===== config.mk =====
export PLATFORM = sky130hd
export DESIGN_NAME = dtp_top
export DESIGN_NICKNAME = d
export VERILOG_FILES = /design/src/dtp_pkg.sv /design/src/dtp_top.sv /design/src/dtp_fall_detect.sv /design/src/dtp_prescaler.sv
export SDC_FILE = /design/constraint.sdc
export NUM_CORES = 1
export LEC_CHECK = 0
export BUFFER_PORTS_ARGS = -buffer_cell sky130_fd_sc_hd__buf_2
export CELL_PAD_IN_SITES_DETAIL_PLACEMENT = 1
export CELL_PAD_IN_SITES_GLOBAL_PLACEMENT = 1
export CORE_MARGIN = 2
export CORE_UTILIZATION = 50
export CTS_BUF_LIST = sky130_fd_sc_hd__clkbuf_8
export CTS_CLUSTER_SIZE = 28
export DETAILED_ROUTE_END_ITERATION = 10
export PLACE_DENSITY_LB_ADDON = 0.1
export SLEW_MARGIN = 20
export SYNTH_ARGS = -nofsm -noshare
export SYNTH_HDL_FRONTEND = slang
export SYNTH_HIERARCHICAL = 1
export SYNTH_SLANG_ARGS = --single-unit

===== constraint.sdc =====
create_clock -name clk -period 4.31 [get_ports clk]
set_input_delay 0.2155 -clock clk [delete_from_list [all_inputs] [get_ports clk]]
set_output_delay 0.2155 -clock clk [all_outputs]
set_load 0.005 [all_outputs]

===== src/dtp_pkg.sv =====
/*
 * Shared constants and types for the dual 8-bit timer/counter block:
 * register map, control field layout, mode and clock-select codes, reset values.
 * Assumes AXI4-Lite with 32-bit data, one register per aligned word.
 */
package dtp_pkg;

    localparam int          DTP_CNT_W        = 8;
    localparam int          DTP_DATA_W       = 32;

    // register map, byte addresses
    localparam logic [7:0]  DTP_CH_STRIDE    = 8'h10;
    localparam logic [7:0]  DTP_OFF_CTRL     = 8'h00;
    localparam logic [7:0]  DTP_OFF_PERIOD   = 8'h04;
    localparam logic [7:0]  DTP_OFF_DUTY     = 8'h08;
    localparam logic [7:0]  DTP_OFF_CONFIG   = 8'h20;
    localparam logic [7:0]  DTP_OFF_STATUS   = 8'h24;

    // control register fields
    localparam int          DTP_CTRL_PRESET  = 7;
    localparam int          DTP_CTRL_CKS_LO  = 4;
    localparam int          DTP_CTRL_RUN     = 3;
    localparam int          DTP_CTRL_MODE_LO = 0;

    // config register fields
    localparam int          DTP_CFG_TAPSEL   = 0;
    localparam int          DTP_CFG_LOWSPEED = 1;

    // status register fields
    localparam int          DTP_ST_CNT_LO    = 0;
    localparam int          DTP_ST_FF_LO     = 16;
    localparam int          DTP_ST_RUN_LO    = 18;

    // reset values
    localparam logic [7:0]  DTP_CTRL_RST     = 8'h00;
    localparam logic [7:0]  DTP_PERIOD_RST   = 8'h00;
    localparam logic [7:0]  DTP_DUTY_RST     = 8'h00;
    localparam logic [1:0]  DTP_CONFIG_RST   = 2'h0;

    // clock select codes
    localparam logic [2:0]  DTP_CKS_SLOWEST  = 3'h0;
    localparam logic [2:0]  DTP_CKS_DIV7     = 3'h1;
    localparam logic [2:0]  DTP_CKS_DIV5     = 3'h2;
    localparam logic [2:0]  DTP_CKS_DIV3     = 3'h3;
    localparam logic [2:0]  DTP_CKS_SUB      = 3'h4;
    localparam logic [2:0]  DTP_CKS_DIV1     = 3'h5;
    localparam logic [2:0]  DTP_CKS_MAIN     = 3'h6;
    localparam logic [2:0]  DTP_CKS_EVENT    = 3'h7;

    // prescaler tap widths (main or sub clock divided by 2^n)
    localparam int          DTP_PRE_W        = 11;
    localparam int          DTP_SUB_DIV_W    = 3;

    localparam logic [1:0]  DTP_RESP_OKAY    = 2'h0;
    localparam logic [1:0]  DTP_RESP_SLVERR  = 2'h2;

    typedef enum logic [2:0] {
        DTP_MODE_TIMER   = 3'h0,
        DTP_MODE_DIVIDER = 3'h1,
        DTP_MODE_PWM     = 3'h2
    } dtp_mode_e;

    typedef struct packed {
        logic       preset;
        logic [2:0] clkSel;
        logic       run;
        logic [2:0] mode;
    } dtp_ctrl_s;

    typedef enum logic [2:0] {
        DTP_RK_CTRL   = 3'h0,
        DTP_RK_PERIOD = 3'h1,
        DTP_RK_DUTY   = 3'h3,
        DTP_RK_CONFIG = 3'h2,
        DTP_RK_STATUS = 3'h6,
        DTP_RK_NONE   = 3'h7
    } dtp_reg_e;

    typedef struct packed {
        dtp_reg_e kind;
        logic     chan;
    } dtp_dec_s;

endpackage : dtp_pkg


===== src/dtp_top.sv =====
/*
 * Dual 8-bit timer/counter: interval timer, event counter, programmable
 * divider and PWM per channel, programmed over an AXI4-Lite slave.
 * Assumes event pins and the sub-oscillator level are synchronous to clk;
 * one write and one read outstanding at a time.
 */
`timescale 1ns/1ns
// Overview of operation
// - timer mode: count internal ticks, on period match pulse irq, clear, continue
// - period register unbuffered, takes effect at once; software leaves it alone while running
// - event mode: count falling edges of event pin, match pulses irq and clears
// - divider mode: match toggles flip-flop, clears counter, pulses irq; pin is inverse
// - flip-flop loads preset bit when stopped; reset clears it to zero
// - stopping keeps pin level; preset ignored in the stopping write itself
// - pwm: duty match toggles flip-flop; overflow toggles, clears, pulses irq
// - pulse-width pin always shows inverse of flip-flop
// - duty double-buffered: running loads at match irq, stopped loads at once
// - duty read returns the active compare value
// - timer and divider ticks: /2^7, /2^5, /2^3, slowest /2^11 or sub/2^3
// - pwm also accepts sub clock, main/2 and main; low speed keeps sub taps
// - control bit 3 starts and stops; bit 7 presets flip-flop
// - clock select bits 6:4, mode bits 2:0, timer 000, divider 001
module dtp_top
    import dtp_pkg::*;
#(
    parameter int CHANNELS = 2,
    parameter int ADDR_W   = 8
) (
    input  wire logic                  clk,
    input  wire logic                  rst_b,
    // AXI4-Lite slave
    input  wire logic                  awvalid,
    output logic                       awready,
    input  wire logic [ADDR_W-1:0]     awaddr,
    input  wire logic [2:0]            awprot,
    input  wire logic                  wvalid,
    output logic                       wready,
    input  wire logic [DTP_DATA_W-1:0] wdata,
    input  wire logic [3:0]            wstrb,
    output logic                       bvalid,
    input  wire logic                  bready,
    output logic      [1:0]            bresp,
    input  wire logic                  arvalid,
    output logic                       arready,
    input  wire logic [ADDR_W-1:0]     araddr,
    input  wire logic [2:0]            arprot,
    output logic                       rvalid,
    input  wire logic                  rready,
    output logic      [DTP_DATA_W-1:0] rdata,
    output logic      [1:0]            rresp,
    // pins
    input  wire logic                  subOscLevel,
    input  wire logic [CHANNELS-1:0]   eventInPin,
    output logic      [CHANNELS-1:0]   dividerOutPin,
    output logic      [CHANNELS-1:0]   pulseWidthPin,
    output logic      [CHANNELS-1:0]   channelMatchIrq
);

    ////////////////////////////////////////////////////////////////////////////
    // elaboration checks

    generate
        if (CHANNELS < 1 || CHANNELS > 2) begin : g_badChannels
            $error("CHANNELS must be 1 or 2");
        end
        if (ADDR_W < 6 || ADDR_W > 32) begin : g_badAddr
            $error("ADDR_W must be 6 to 32");
        end
    endgenerate

    ////////////////////////////////////////////////////////////////////////////
    // address decoding, shared by the write and read paths

    function automatic dtp_dec_s decodeReg(input logic [ADDR_W-1:0] addr);
        logic [7:0] low;
        dtp_dec_s   dec;
        low      = 8'(addr);
        dec.chan = low[4];
        dec.kind = DTP_RK_NONE;
        if (32'(addr) > 32'h0000_00ff) begin
            dec.kind = DTP_RK_NONE;
        end else if (low == DTP_OFF_CONFIG) begin
            dec.kind = DTP_RK_CONFIG;
        end else if (low == DTP_OFF_STATUS) begin
            dec.kind = DTP_RK_STATUS;
        end else if (32'(low[7:4]) >= CHANNELS) begin
            dec.kind = DTP_RK_NONE;
        end else if ((low & ~DTP_CH_STRIDE) == DTP_OFF_CTRL) begin
            dec.kind = DTP_RK_CTRL;
        end else if ((low & ~DTP_CH_STRIDE) == DTP_OFF_PERIOD) begin
            dec.kind = DTP_RK_PERIOD;
        end else if ((low & ~DTP_CH_STRIDE) == DTP_OFF_DUTY) begin
            dec.kind = DTP_RK_DUTY;
        end
        return dec;
    endfunction : decodeReg

    ////////////////////////////////////////////////////////////////////////////
    // AXI4-Lite write path

    logic [ADDR_W-1:0] wrAddr;
    logic [7:0]        wrByte;
    logic              wrLane0;
    logic              wrFire;
    dtp_dec_s          wrDec;

    // both halves held and no response pending
    assign wrFire = !awready && !wready && !bvalid;
    assign wrDec  = decodeReg(wrAddr);

    always_ff @(posedge clk or negedge rst_b) begin
        if (!rst_b) begin
            awready <= 1'b1;
            wrAddr  <= '0;
        end else if (awvalid && awready) begin
            awready <= 1'b0;
            wrAddr  <= awaddr;
        end else if (bvalid && bready) begin
            awready <= 1'b1;
        end
    end

    always_ff @(posedge clk or negedge rst_b) begin
        if (!rst_b) begin
            wready  <= 1'b1;
            wrByte  <= '0;
            wrLane0 <= 1'b0;
        end else if (wvalid && wready) begin
            wready  <= 1'b0;
            wrByte  <= wdata[7:0];
            wrLane0 <= wstrb[0];
        end else if (bvalid && bready) begin
            wready  <= 1'b1;
        end
    end

    always_ff @(posedge clk or negedge rst_b) begin
        if (!rst_b) begin
            bvalid <= 1'b0;
            bresp  <= DTP_RESP_OKAY;
        end else if (wrFire) begin
            bvalid <= 1'b1;
            bresp  <= (wrDec.kind == DTP_RK_NONE) ? DTP_RESP_SLVERR : DTP_RESP_OKAY;
        end else if (bready) begin
            bvalid <= 1'b0;
        end
    end

    logic wrGo;
    assign wrGo = wrFire && wrLane0;

    ////////////////////////////////////////////////////////////////////////////
    // global configuration and prescaler

    logic [1:0] cfgReg;
    logic [7:0] tickVec;
    logic [CHANNELS-1:0] eventFall;

    always_ff @(posedge clk or negedge rst_b) begin
        if (!rst_b) begin
            cfgReg <= DTP_CONFIG_RST;
        end else if (wrGo && wrDec.kind == DTP_RK_CONFIG) begin
            cfgReg <= wrByte[1:0];
        end
    end

    dtp_prescaler u_prescaler (
        .clk         (clk),
        .rst_b       (rst_b),
        .subOscLevel (subOscLevel),
        .tapSel      (cfgReg[DTP_CFG_TAPSEL]),
        .lowSpeed    (cfgReg[DTP_CFG_LOWSPEED]),
        .tickVec     (tickVec)
    );

    // relies on the source holding each level two machine cycles
    dtp_fall_detect #(.W(CHANNELS)) u_eventEdge (
        .clk   (clk),
        .rst_b (rst_b),
        .level (eventInPin),
        .fall  (eventFall)
    );

    ////////////////////////////////////////////////////////////////////////////
    // channels

    dtp_ctrl_s [CHANNELS-1:0] ctrl;
    logic [CHANNELS-1:0][7:0] period;
    logic [CHANNELS-1:0][7:0] activeDuty;
    logic [CHANNELS-1:0][7:0] count;
    logic [CHANNELS-1:0]      pinLevel;

    genvar c;
    generate
        for (c = 0; c < CHANNELS; c++) begin : g_chan
            logic       hitCh;
            logic       ctrlWr;
            logic       periodWr;
            logic       dutyWr;
            logic       tick;
            logic       match;
            logic       overflow;
            logic       dutyHit;
            logic [7:0] bufDuty;
            logic [7:0] countInc;

            assign hitCh    = wrGo && (32'(wrDec.chan) == c);
            assign ctrlWr   = hitCh && wrDec.kind == DTP_RK_CTRL;
            assign periodWr = hitCh && wrDec.kind == DTP_RK_PERIOD;
            assign dutyWr   = hitCh && wrDec.kind == DTP_RK_DUTY;
            assign countInc = count[c] + 8'h01;

            // fast taps and the sub clock exist for pwm only
            always_comb begin
                tick = 1'b0;
                if (!ctrl[c].run) begin
                    tick = 1'b0;
                end else if (ctrl[c].mode == DTP_MODE_TIMER
                             && ctrl[c].clkSel == DTP_CKS_EVENT) begin
                    tick = eventFall[c];
                end else if (ctrl[c].clkSel == DTP_CKS_EVENT) begin
                    tick = 1'b0;
                end else if (ctrl[c].mode == DTP_MODE_PWM) begin
                    tick = tickVec[ctrl[c].clkSel];
                end else if (ctrl[c].clkSel <= DTP_CKS_DIV3) begin
                    tick = tickVec[ctrl[c].clkSel];
                end
            end

            assign match    = tick && ctrl[c].mode != DTP_MODE_PWM
                              && countInc == period[c];
            assign overflow = tick && ctrl[c].mode == DTP_MODE_PWM
                              && count[c] == 8'hff;
            assign dutyHit  = tick && ctrl[c].mode == DTP_MODE_PWM
                              && !overflow && countInc == activeDuty[c];

            always_ff @(posedge clk or negedge rst_b) begin
                if (!rst_b) begin
                    ctrl[c] <= DTP_CTRL_RST;
                end else if (ctrlWr) begin
                    ctrl[c] <= wrByte;
                end
            end

            // unbuffered: a write lands on the very next compare
            always_ff @(posedge clk or negedge rst_b) begin
                if (!rst_b) begin
                    period[c] <= DTP_PERIOD_RST;
                end else if (periodWr) begin
                    period[c] <= wrByte;
                end
            end

            always_ff @(posedge clk or negedge rst_b) begin
                if (!rst_b) begin
                    count[c] <= '0;
                end else if (!ctrl[c].run) begin
                    count[c] <= '0;
                end else if (match || overflow) begin
                    count[c] <= '0;
                end else if (tick && ctrl[c].mode <= DTP_MODE_PWM) begin
                    count[c] <= countInc;
                end
            end

            always_ff @(posedge clk or negedge rst_b) begin
                if (!rst_b) begin
                    channelMatchIrq[c] <= 1'b0;
                end else begin
                    channelMatchIrq[c] <= match || overflow;
                end
            end

            // pin stores the inverse of the flip-flop; a stopping write has run
            // still set, so its preset bit is ignored and the pin holds
            always_ff @(posedge clk or negedge rst_b) begin
                if (!rst_b) begin
                    pinLevel[c] <= 1'b1;
                end else if (ctrlWr && !ctrl[c].run) begin
                    pinLevel[c] <= !wrByte[DTP_CTRL_PRESET];
                end else if (match && ctrl[c].mode == DTP_MODE_DIVIDER) begin
                    pinLevel[c] <= !pinLevel[c];
                end else if (overflow || dutyHit) begin
                    pinLevel[c] <= !pinLevel[c];
                end
            end

            always_ff @(posedge clk or negedge rst_b) begin
                if (!rst_b) begin
                    bufDuty <= DTP_DUTY_RST;
                end else if (dutyWr) begin
                    bufDuty <= wrByte;
                end
            end

            // a write colliding with overflow: old buffer moves, new one waits
            always_ff @(posedge clk or negedge rst_b) begin
                if (!rst_b) begin
                    activeDuty[c] <= DTP_DUTY_RST;
                end else if (dutyWr && !ctrl[c].run) begin
                    activeDuty[c] <= wrByte;
                end else if (overflow) begin
                    activeDuty[c] <= bufDuty;
                end
            end

            assign dividerOutPin[c] = pinLevel[c];
            assign pulseWidthPin[c] = pinLevel[c];
        end
    endgenerate

    ////////////////////////////////////////////////////////////////////////////
    // AXI4-Lite read path, answer one cycle after the address is taken

    function automatic logic [DTP_DATA_W-1:0] readMux(input dtp_dec_s dec);
        logic [DTP_DATA_W-1:0] val;
        val = '0;
        case (dec.kind)
            DTP_RK_CTRL:   val[7:0] = ctrl[dec.chan];
            DTP_RK_PERIOD: val[7:0] = period[dec.chan];
            DTP_RK_DUTY:   val[7:0] = activeDuty[dec.chan];
            DTP_RK_CONFIG: val[1:0] = cfgReg;
            DTP_RK_STATUS: begin
                for (int i = 0; i < CHANNELS; i++) begin
                    val[DTP_ST_CNT_LO + 8*i +: 8] = count[i];
                    val[DTP_ST_FF_LO + i]         = !pinLevel[i];
                    val[DTP_ST_RUN_LO + i]        = ctrl[i].run;
                end
            end
            default:       val = '0;
        endcase
        return val;
    endfunction : readMux

    dtp_dec_s rdDec;
    assign rdDec = decodeReg(araddr);

    always_ff @(posedge clk or negedge rst_b) begin
        if (!rst_b) begin
            arready <= 1'b1;
            rvalid  <= 1'b0;
            rdata   <= '0;
            rresp   <= DTP_RESP_OKAY;
        end else if (arvalid && arready) begin
            arready <= 1'b0;
            rvalid  <= 1'b1;
            rdata   <= readMux(rdDec);
            rresp   <= (rdDec.kind == DTP_RK_NONE) ? DTP_RESP_SLVERR : DTP_RESP_OKAY;
        end else if (rvalid && rready) begin
            arready <= 1'b1;
            rvalid  <= 1'b0;
        end
    end

endmodule : dtp_top


===== src/dtp_fall_detect.sv =====
/*
 * Falling-edge detector on synchronous level inputs, one pulse per edge.
 * Assumes inputs are already synchronous to clk.
 */
`timescale 1ns/1ns
module dtp_fall_detect #(
    parameter int W = 1
) (
    input  wire logic         clk,
    input  wire logic         rst_b,
    input  wire logic [W-1:0] level,
    output logic      [W-1:0] fall
);
    import dtp_pkg::*;

    logic [W-1:0] prevLevel;

    // reset to high, so a pin low at reset gives one edge as reset ends
    always_ff @(posedge clk or negedge rst_b) begin
        if (!rst_b) begin
            prevLevel <= '1;
        end else begin
            prevLevel <= level;
        end
    end

    assign fall = prevLevel & ~level;

endmodule : dtp_fall_detect


===== src/dtp_prescaler.sv =====
/*
 * Prescaler: one-cycle count ticks derived from clk (main oscillator) and
 * from the sampled sub-oscillator level. Index of tickVec is the clock select code.
 * Assumes subOscLevel is synchronous to clk and far slower than it.
 */
`timescale 1ns/1ns
module dtp_prescaler
    import dtp_pkg::*;
(
    input  wire logic       clk,
    input  wire logic       rst_b,
    input  wire logic       subOscLevel,
    input  wire logic       tapSel,
    input  wire logic       lowSpeed,
    output logic      [7:0] tickVec
);

    logic [DTP_PRE_W-1:0]     divCnt;
    logic [DTP_SUB_DIV_W-1:0] subCnt;
    logic                     subTick;
    logic                     mainOn;

    always_ff @(posedge clk or negedge rst_b) begin
        if (!rst_b) begin
            divCnt <= '0;
        end else begin
            divCnt <= divCnt + 1'b1;
        end
    end

    always_ff @(posedge clk or negedge rst_b) begin
        if (!rst_b) begin
            subCnt <= '0;
        end else if (subTick) begin
            subCnt <= subCnt + 1'b1;
        end
    end

    dtp_fall_detect #(.W(1)) u_subEdge (
        .clk   (clk),
        .rst_b (rst_b),
        .level (subOscLevel),
        .fall  (subTick)
    );

    // main-oscillator taps are unusable in low speed modes
    assign mainOn = !lowSpeed;
    always_comb begin
        tickVec                = '0;
        tickVec[DTP_CKS_SLOWEST] = (tapSel || lowSpeed) ? (subTick && (&subCnt))
                                                        : (mainOn && (&divCnt));
        tickVec[DTP_CKS_DIV7]  = mainOn && (&divCnt[6:0]);
        tickVec[DTP_CKS_DIV5]  = mainOn && (&divCnt[4:0]);
        tickVec[DTP_CKS_DIV3]  = mainOn && (&divCnt[2:0]);
        tickVec[DTP_CKS_SUB]   = subTick;
        tickVec[DTP_CKS_DIV1]  = mainOn && divCnt[0];
        tickVec[DTP_CKS_MAIN]  = mainOn;
    end

endmodule : dtp_prescaler


# After elaboration in Yosys (flattened, before gate mapping)
# Cells that the tools add are included.
# totals
in_bits	68
reg_bits	149
out_inout_bits	47
elab_cells	230
# classes
n_eq_ne	33
add_sub_neg	4
mux	63
magnitude_cmp	9
reduce_logical	80
n_bitwise	5
# op_table
operator	n
2-to-1 mux 8 bit	16
logical AND 1 bit	45
2-to-1 mux 3 bit	12
== test 8 x 6 -> 1 bit, second input constant	4
== test 8 bit	4
2-to-1 mux 1 bit	28
one-hot mux 6 bit (4 select lines)	1
== test 3 x 2 -> 1 bit, second input constant	6
adder 8 x 1 -> 8 bit, second input constant	2
== test 8 bit, second input constant	2
zero test 8 bit	2
== test 3 bit, second input constant	5
== test 7 x 3 -> 1 bit, second input constant	2
== test 7 x 4 -> 1 bit, second input constant	2
== test 3 x 1 -> 1 bit, second input constant	4
less-or-equal comparator 3 x 2 -> 1 bit, second input constant	4
zero test 3 bit	4
2-to-1 mux 12 bit	1
nonzero test 2 bit	6
adder 11 x 1 -> 11 bit, second input constant	1
zero test 1 bit	11
AND reduction 11 bit	1
one-hot mux 2 bit (5 select lines)	1
greater-or-equal comparator 4 x 2 -> 1 bit, second input constant	2
16 further kinds	28

# Logic depth before layout (Yosys ltp)
# depth
depth_word	20
ltp_mapped	11
depth_no_buf	10

# Modules after synthesis
# Netlist, hierarchy kept.
# by_module_without_submodules
module	area_per_inst_um2	seq_area_each_um2	cells_per_inst	n_inst
dtp_top	7209.4	3259.4	693	1
dtp_prescaler	663.1	350.3	54	1
dtp_fall_detect (u_eventEdge)	80.1	52.6	4	1
dtp_fall_detect (u_prescaler.u_subEdge)	40.0	26.3	2	1

# Worst setup path after synthesis
# Ideal clock, no wire load.
# synth_timing
path_kind	flip-flop to flip-flop
start	reg u_prescaler.divCnt[0]
end	reg pinLevel[0], in the netlist dividerOutPin[0]
path_stages_with_launch	12
arrival_time_ps	2546
synth_period_minus_slack_ps	2627
setup_slack_ps	1683
n_path_buf	1
path_cell_list	dfrtp_1 > ha_1 > and3_1 > ha_1 > nor2b_1 > mux4_2 > o221ai_2 > nor3_1 > buf_8 > a31oi_1 > mux2i_1 > a211oi_2
# synth_lines
element	line_no	text
start, declared	dtp_prescaler.sv:18	logic [DTP_PRE_W-1:0] divCnt;
start signal, assigned	dtp_prescaler.sv:27	divCnt <= divCnt + 1'b1;
AND reduction 5 bit (*)	dtp_prescaler.sv:53	tickVec[DTP_CKS_DIV5] = mainOn && (&divCnt[4:0]);
logical AND 1 bit (*)	dtp_prescaler.sv:53	
net tickVec[2]	dtp_top.sv:156	logic [7:0] tickVec;
binary-select mux 1 bit (select 3 bit) (*)	dtp_top.sv:224, dtp_top.sv:226	
2-to-1 mux 1 bit (implied by the code) (*)	dtp_top.sv:224, dtp_top.sv:226	
2-to-1 mux 1 bit	dtp_top.sv:225	end else if (ctrl[c].clkSel <= DTP_CKS_DIV3) begin
2-to-1 mux 1 bit (*)	dtp_top.sv:223	end else if (ctrl[c].mode == DTP_MODE_PWM) begin
2-to-1 mux 1 bit (*)	dtp_top.sv:221	end else if (ctrl[c].clkSel == DTP_CKS_EVENT) begin
2-to-1 mux 1 bit (*)	dtp_top.sv:218	end else if (ctrl[c].mode == DTP_MODE_TIMER
2-to-1 mux 1 bit (*)	dtp_top.sv:216	if (!ctrl[c].run) begin
logical AND 1 bit	dtp_top.sv:232, dtp_top.sv:234	
logical AND 1 bit	dtp_top.sv:233	&& count[c] == 8'hff;
zero test 1 bit	dtp_top.sv:235	&& !overflow && countInc == activeDuty[c];
logical AND 1 bit (2 in a row)	dtp_top.sv:235	
logical OR 1 bit	dtp_top.sv:283	end else if (overflow || dutyHit) begin
nonzero test 3 bit (no source line)	-	
end signal, assigned by index	dtp_top.sv:280	pinLevel[c] <= !wrByte[DTP_CTRL_PRESET];
end signal, assigned by index	dtp_top.sv:282	pinLevel[c] <= !pinLevel[c];
end signal, assigned by index	dtp_top.sv:284	pinLevel[c] <= !pinLevel[c];
end, declared	dtp_top.sv:191	logic [CHANNELS-1:0] pinLevel;
# The timed path passes the listed nets; every way through them passes the cells marked *. The select of a mux whose other input is x is not followed.
# A chain may end at the register's enable or synchronous reset.

# Final worst setup path
# layout_timing
start	reg u_prescaler.divCnt[0]
end	reg count[9] (netlist name)
# layout_lines
element	line_no	text
AND reduction 5 bit (*)	dtp_prescaler.sv:53	
logical AND 1 bit (*)	dtp_prescaler.sv:53	
net tickVec[2]	dtp_top.sv:156	
binary-select mux 1 bit (select 3 bit) (*)	dtp_top.sv:224, dtp_top.sv:226	
2-to-1 mux 1 bit (implied by the code) (*)	dtp_top.sv:224, dtp_top.sv:226	
2-to-1 mux 1 bit	dtp_top.sv:225	
2-to-1 mux 1 bit (*)	dtp_top.sv:223	
2-to-1 mux 1 bit (*)	dtp_top.sv:221	
2-to-1 mux 1 bit (*)	dtp_top.sv:218	
2-to-1 mux 1 bit (*)	dtp_top.sv:216	
logical AND 1 bit, on equally long branches	dtp_top.sv:230, dtp_top.sv:232	
logical AND 1 bit, on equally long branches	dtp_top.sv:231, dtp_top.sv:233	
logical OR 1 bit	dtp_top.sv:259	end else if (match || overflow) begin
2-to-1 mux 8 bit	dtp_top.sv:259	
2-to-1 mux 8 bit	dtp_top.sv:257	end else if (!ctrl[c].run) begin
end signal, assigned by index	dtp_top.sv:262	count[c] <= countInc;
end, declared	dtp_top.sv:190	logic [CHANNELS-1:0][7:0] count;
# Marked as above.

==> flow_summary.ini <==
[run_status]
run_status = completed

[sta]
worst_slew_pin_slew_ps = 988
timing.max_slew.rel_slack_pct = 33.9
skew_ps = 17.0
worst_slack_ps = 897
setup_viol = 0
timing_max_transition_violations_final = 0
max_freq_mhz = 293
totalNegativeSetupSlack_ps = 0
final.min_clock_period_ps = 3410
unrepaired_setup_endpoints_after_global_routing = false
timing_hold_violations_final = 0
share_of_the_clock_period_used_by_the_worst_path_pct = 79.2

[place]
pre_cts_ws_ps = 862
hpwlAfterDp_mm = 15.3
portBuffers = 67
gpl.final_weighted_congestion = 0.861

[route]
detail-route-antenna-nets = 0
drc_errors = 0
drt_first_iter_violations = 251
vias = 5992
viasPerCell = 5.71
firstDrtPassIters = 4
routed_wl_mm = 21.3
wire_per_inst_um = 20.3

[floorplan]
die_height_um = 130
initial_utilization_pct = 50.6
die-width_um = 130
rows = 46
die_area_mm2 = 0.0170
ios = 115
coreArea_mm2 = 0.0158

[critical_path]
rr_startpoint = u_prescaler/divCnt[0]
crit_buf_inv = 0
worst_r2r_endpoint = count[9]
worst-path-max-fanout = 12
critical_path.most_common_cell = sky130_fd_sc_hd__ha_1
timing.critical_path.cells = ha_1 > and3_1 > ha_1 > nor2b_1 > mux4_2 > nand2b_1 > a21oi_1 > nand4_1 > nand3_1 > nor2_1
setup.worst_path.start_class = flop
worst_path_max_delay_cell = sky130_fd_sc_hd__nand4_1
setup.worst_path.class = flop to flop
reg2reg_setup_slack_ps = 900
critical-path-max-stage-delay_ps = 620
rr_worst_depth = 10
worst_path_dominant_cell_family = simple AND/OR/NAND/NOR gates
critical_path.endpoint_type = flop
worst-endpoint-arrival_ps = 3750
cp.required_ps = 4650

[grt]
grtUsageTotal_pct = 26.4
grt_pass1_wl_mm = 33.8
antenna_violations_before_repair = 0
grt-ovfl-total = 0
maximum_number_of_pins_on_one_net_before_global_route_repair = 75
number_of_global_route_vias_before_repair = 6155

[power_and_ir_drop]
power_switching_share_pct = 35.1
proportion_of_power_drawn_by_combinational_gates_pct = 18.6
power_leakage_nw = 3.97
p_int_mw = 2.44
seq_power_share_pct = 54.1
power.ir.vdd_worst_mv = 0.352
power_density_mw_per_mm2 = 419
switching_power_mw = 1.32
share_clk_of_total_power_pct = 27.3

[cts]
tritoncts.num_buffers = 17
clock_path_buffers = 2
cts_root_buffer = sky130_fd_sc_hd__clkbuf_8
worst_skew_pair.late_latency_ps = 470
tritoncts_sinks = 147
cts.htree.levels = 4
cts_setup_buffers = 0
cts.clk_slew.worst_paths_ps = 90
cts_tree = done

[layout]
fin_nets = 896
final_common_cell = sky130_fd_sc_hd__dfrtp_1
final_layout_size_suffix_gt1_share_pct = 24.1
finish.utilization_pct = 56.8
flow.area_growth_from_synthesis_pct = 12.2
most_frequent_cells_in_the_layout = 139 x sky130_fd_sc_hd__dfrtp_1, 70 x sky130_fd_sc_hd__nand2_1, 70 x sky130_fd_sc_hd__mux2_2
antennaDiodeCount = 0

[min_path]
min_from = bready
hold-path-endpoint = bvalid
hold_depth = 3
hold_path.class = input pin to flop

[synth]
synth_warnings = 6
synthesis.area_mm2 = 0.00798
synthesis.instances = 751
mean_area_per_synthesized_cell_um2 = 10.6

[job]
timing.max_cap.violations = 0
## worst register-to-register path, stage by stage (launching register included)
cell                       delay, ps
sky130_fd_sc_hd__dfrtp_1         440
sky130_fd_sc_hd__ha_1            300
sky130_fd_sc_hd__and3_1          210
sky130_fd_sc_hd__ha_1            150
sky130_fd_sc_hd__nor2b_1         180
sky130_fd_sc_hd__mux4_2          310
sky130_fd_sc_hd__nand2b_1        120
sky130_fd_sc_hd__a21oi_1         250
sky130_fd_sc_hd__nand4_1         620
sky130_fd_sc_hd__nand3_1         590
sky130_fd_sc_hd__nor2_1          110
## worst max path at each step
stage / from / cells after the start / slack (ps) / endpoint
after CTS: u_prescaler/divCnt[0] / 10 / 850 / count[9]
final: u_prescaler/divCnt[0] / 10 / 900 / count[9]
after global routing: u_prescaler/divCnt[0] / 10 / 550 / count[9]
after global placement: u_prescaler/divCnt[0] / 10 / 1030 / count[12]
after floorplan: u_prescaler/divCnt[0] / 11 / 1680 / dividerOutPin[0]
after detailed placement: u_prescaler/divCnt[0] / 10 / 860 / count[9]
## per-layer routing
metal | up-vias | part of all wire (%) | GRT usage, %
li1 | 2765 | - | -
met1 | 3045 | 44 | 34.2
met2 | 150 | 49 | 44.7
met3 | 32 | 4.5 | 5.13
met4 | 0 | 2.4 | 9.26
met5 | - | 0 | 0
## through the flow
step	power [mW]	instance area, um2	instances	hold slack [ps]
after floorplan	2.38	8030	764	-80.1
after global placement	2.65	8310	990	274
after detailed placement	2.72	8310	990	290
after CTS	3.78	8960	1050	40.7
after global routing	3.95	8960	1050	56.9
final	3.75	8960	1050	63.9
## registers in the layout, indices dropped and copies added, names as in the netlist, 3 cells and up
name and count:
period 16, activeDuty 16, g_chan.bufDuty 16, wrByte 8
ctrl 16, u_prescaler/divCnt 11, wrAddr 8, count 16
rdata 20, u_prescaler/subCnt 3
## timing repair
| item | 4_1_cts | 5_1_grt |
|---|---|---|
| hold buffers | 28 | 0 |
| endpoints found under the hold margin | 93 | 0 |
| resized for setup | 0 | 0 |
## power by group through the flow
stage	clock, mW	combinational, mW	sequential, mW
2_1_floorplan	0	0.557	1.83
3_3_place_gp	0	0.617	2.03
3_5_place_dp	0	0.663	2.06
4_1_cts	1.05	0.699	2.03
5_1_grt	1.10	0.778	2.07
6_report	1.03	0.696	2.03
## layout make-up
type / instances / area (um2)
clock buffers: 18 / 248
clock inverters: 14 / 120
fillers: 1764 / 6810
inverters: 11 / 41.3
multi-input cells: 546 / 3950
flip-flops and latches: 147 / 3690
well taps: 216 / 270
repair buffers: 98 / 644
(Power assumes the default switching activity.)
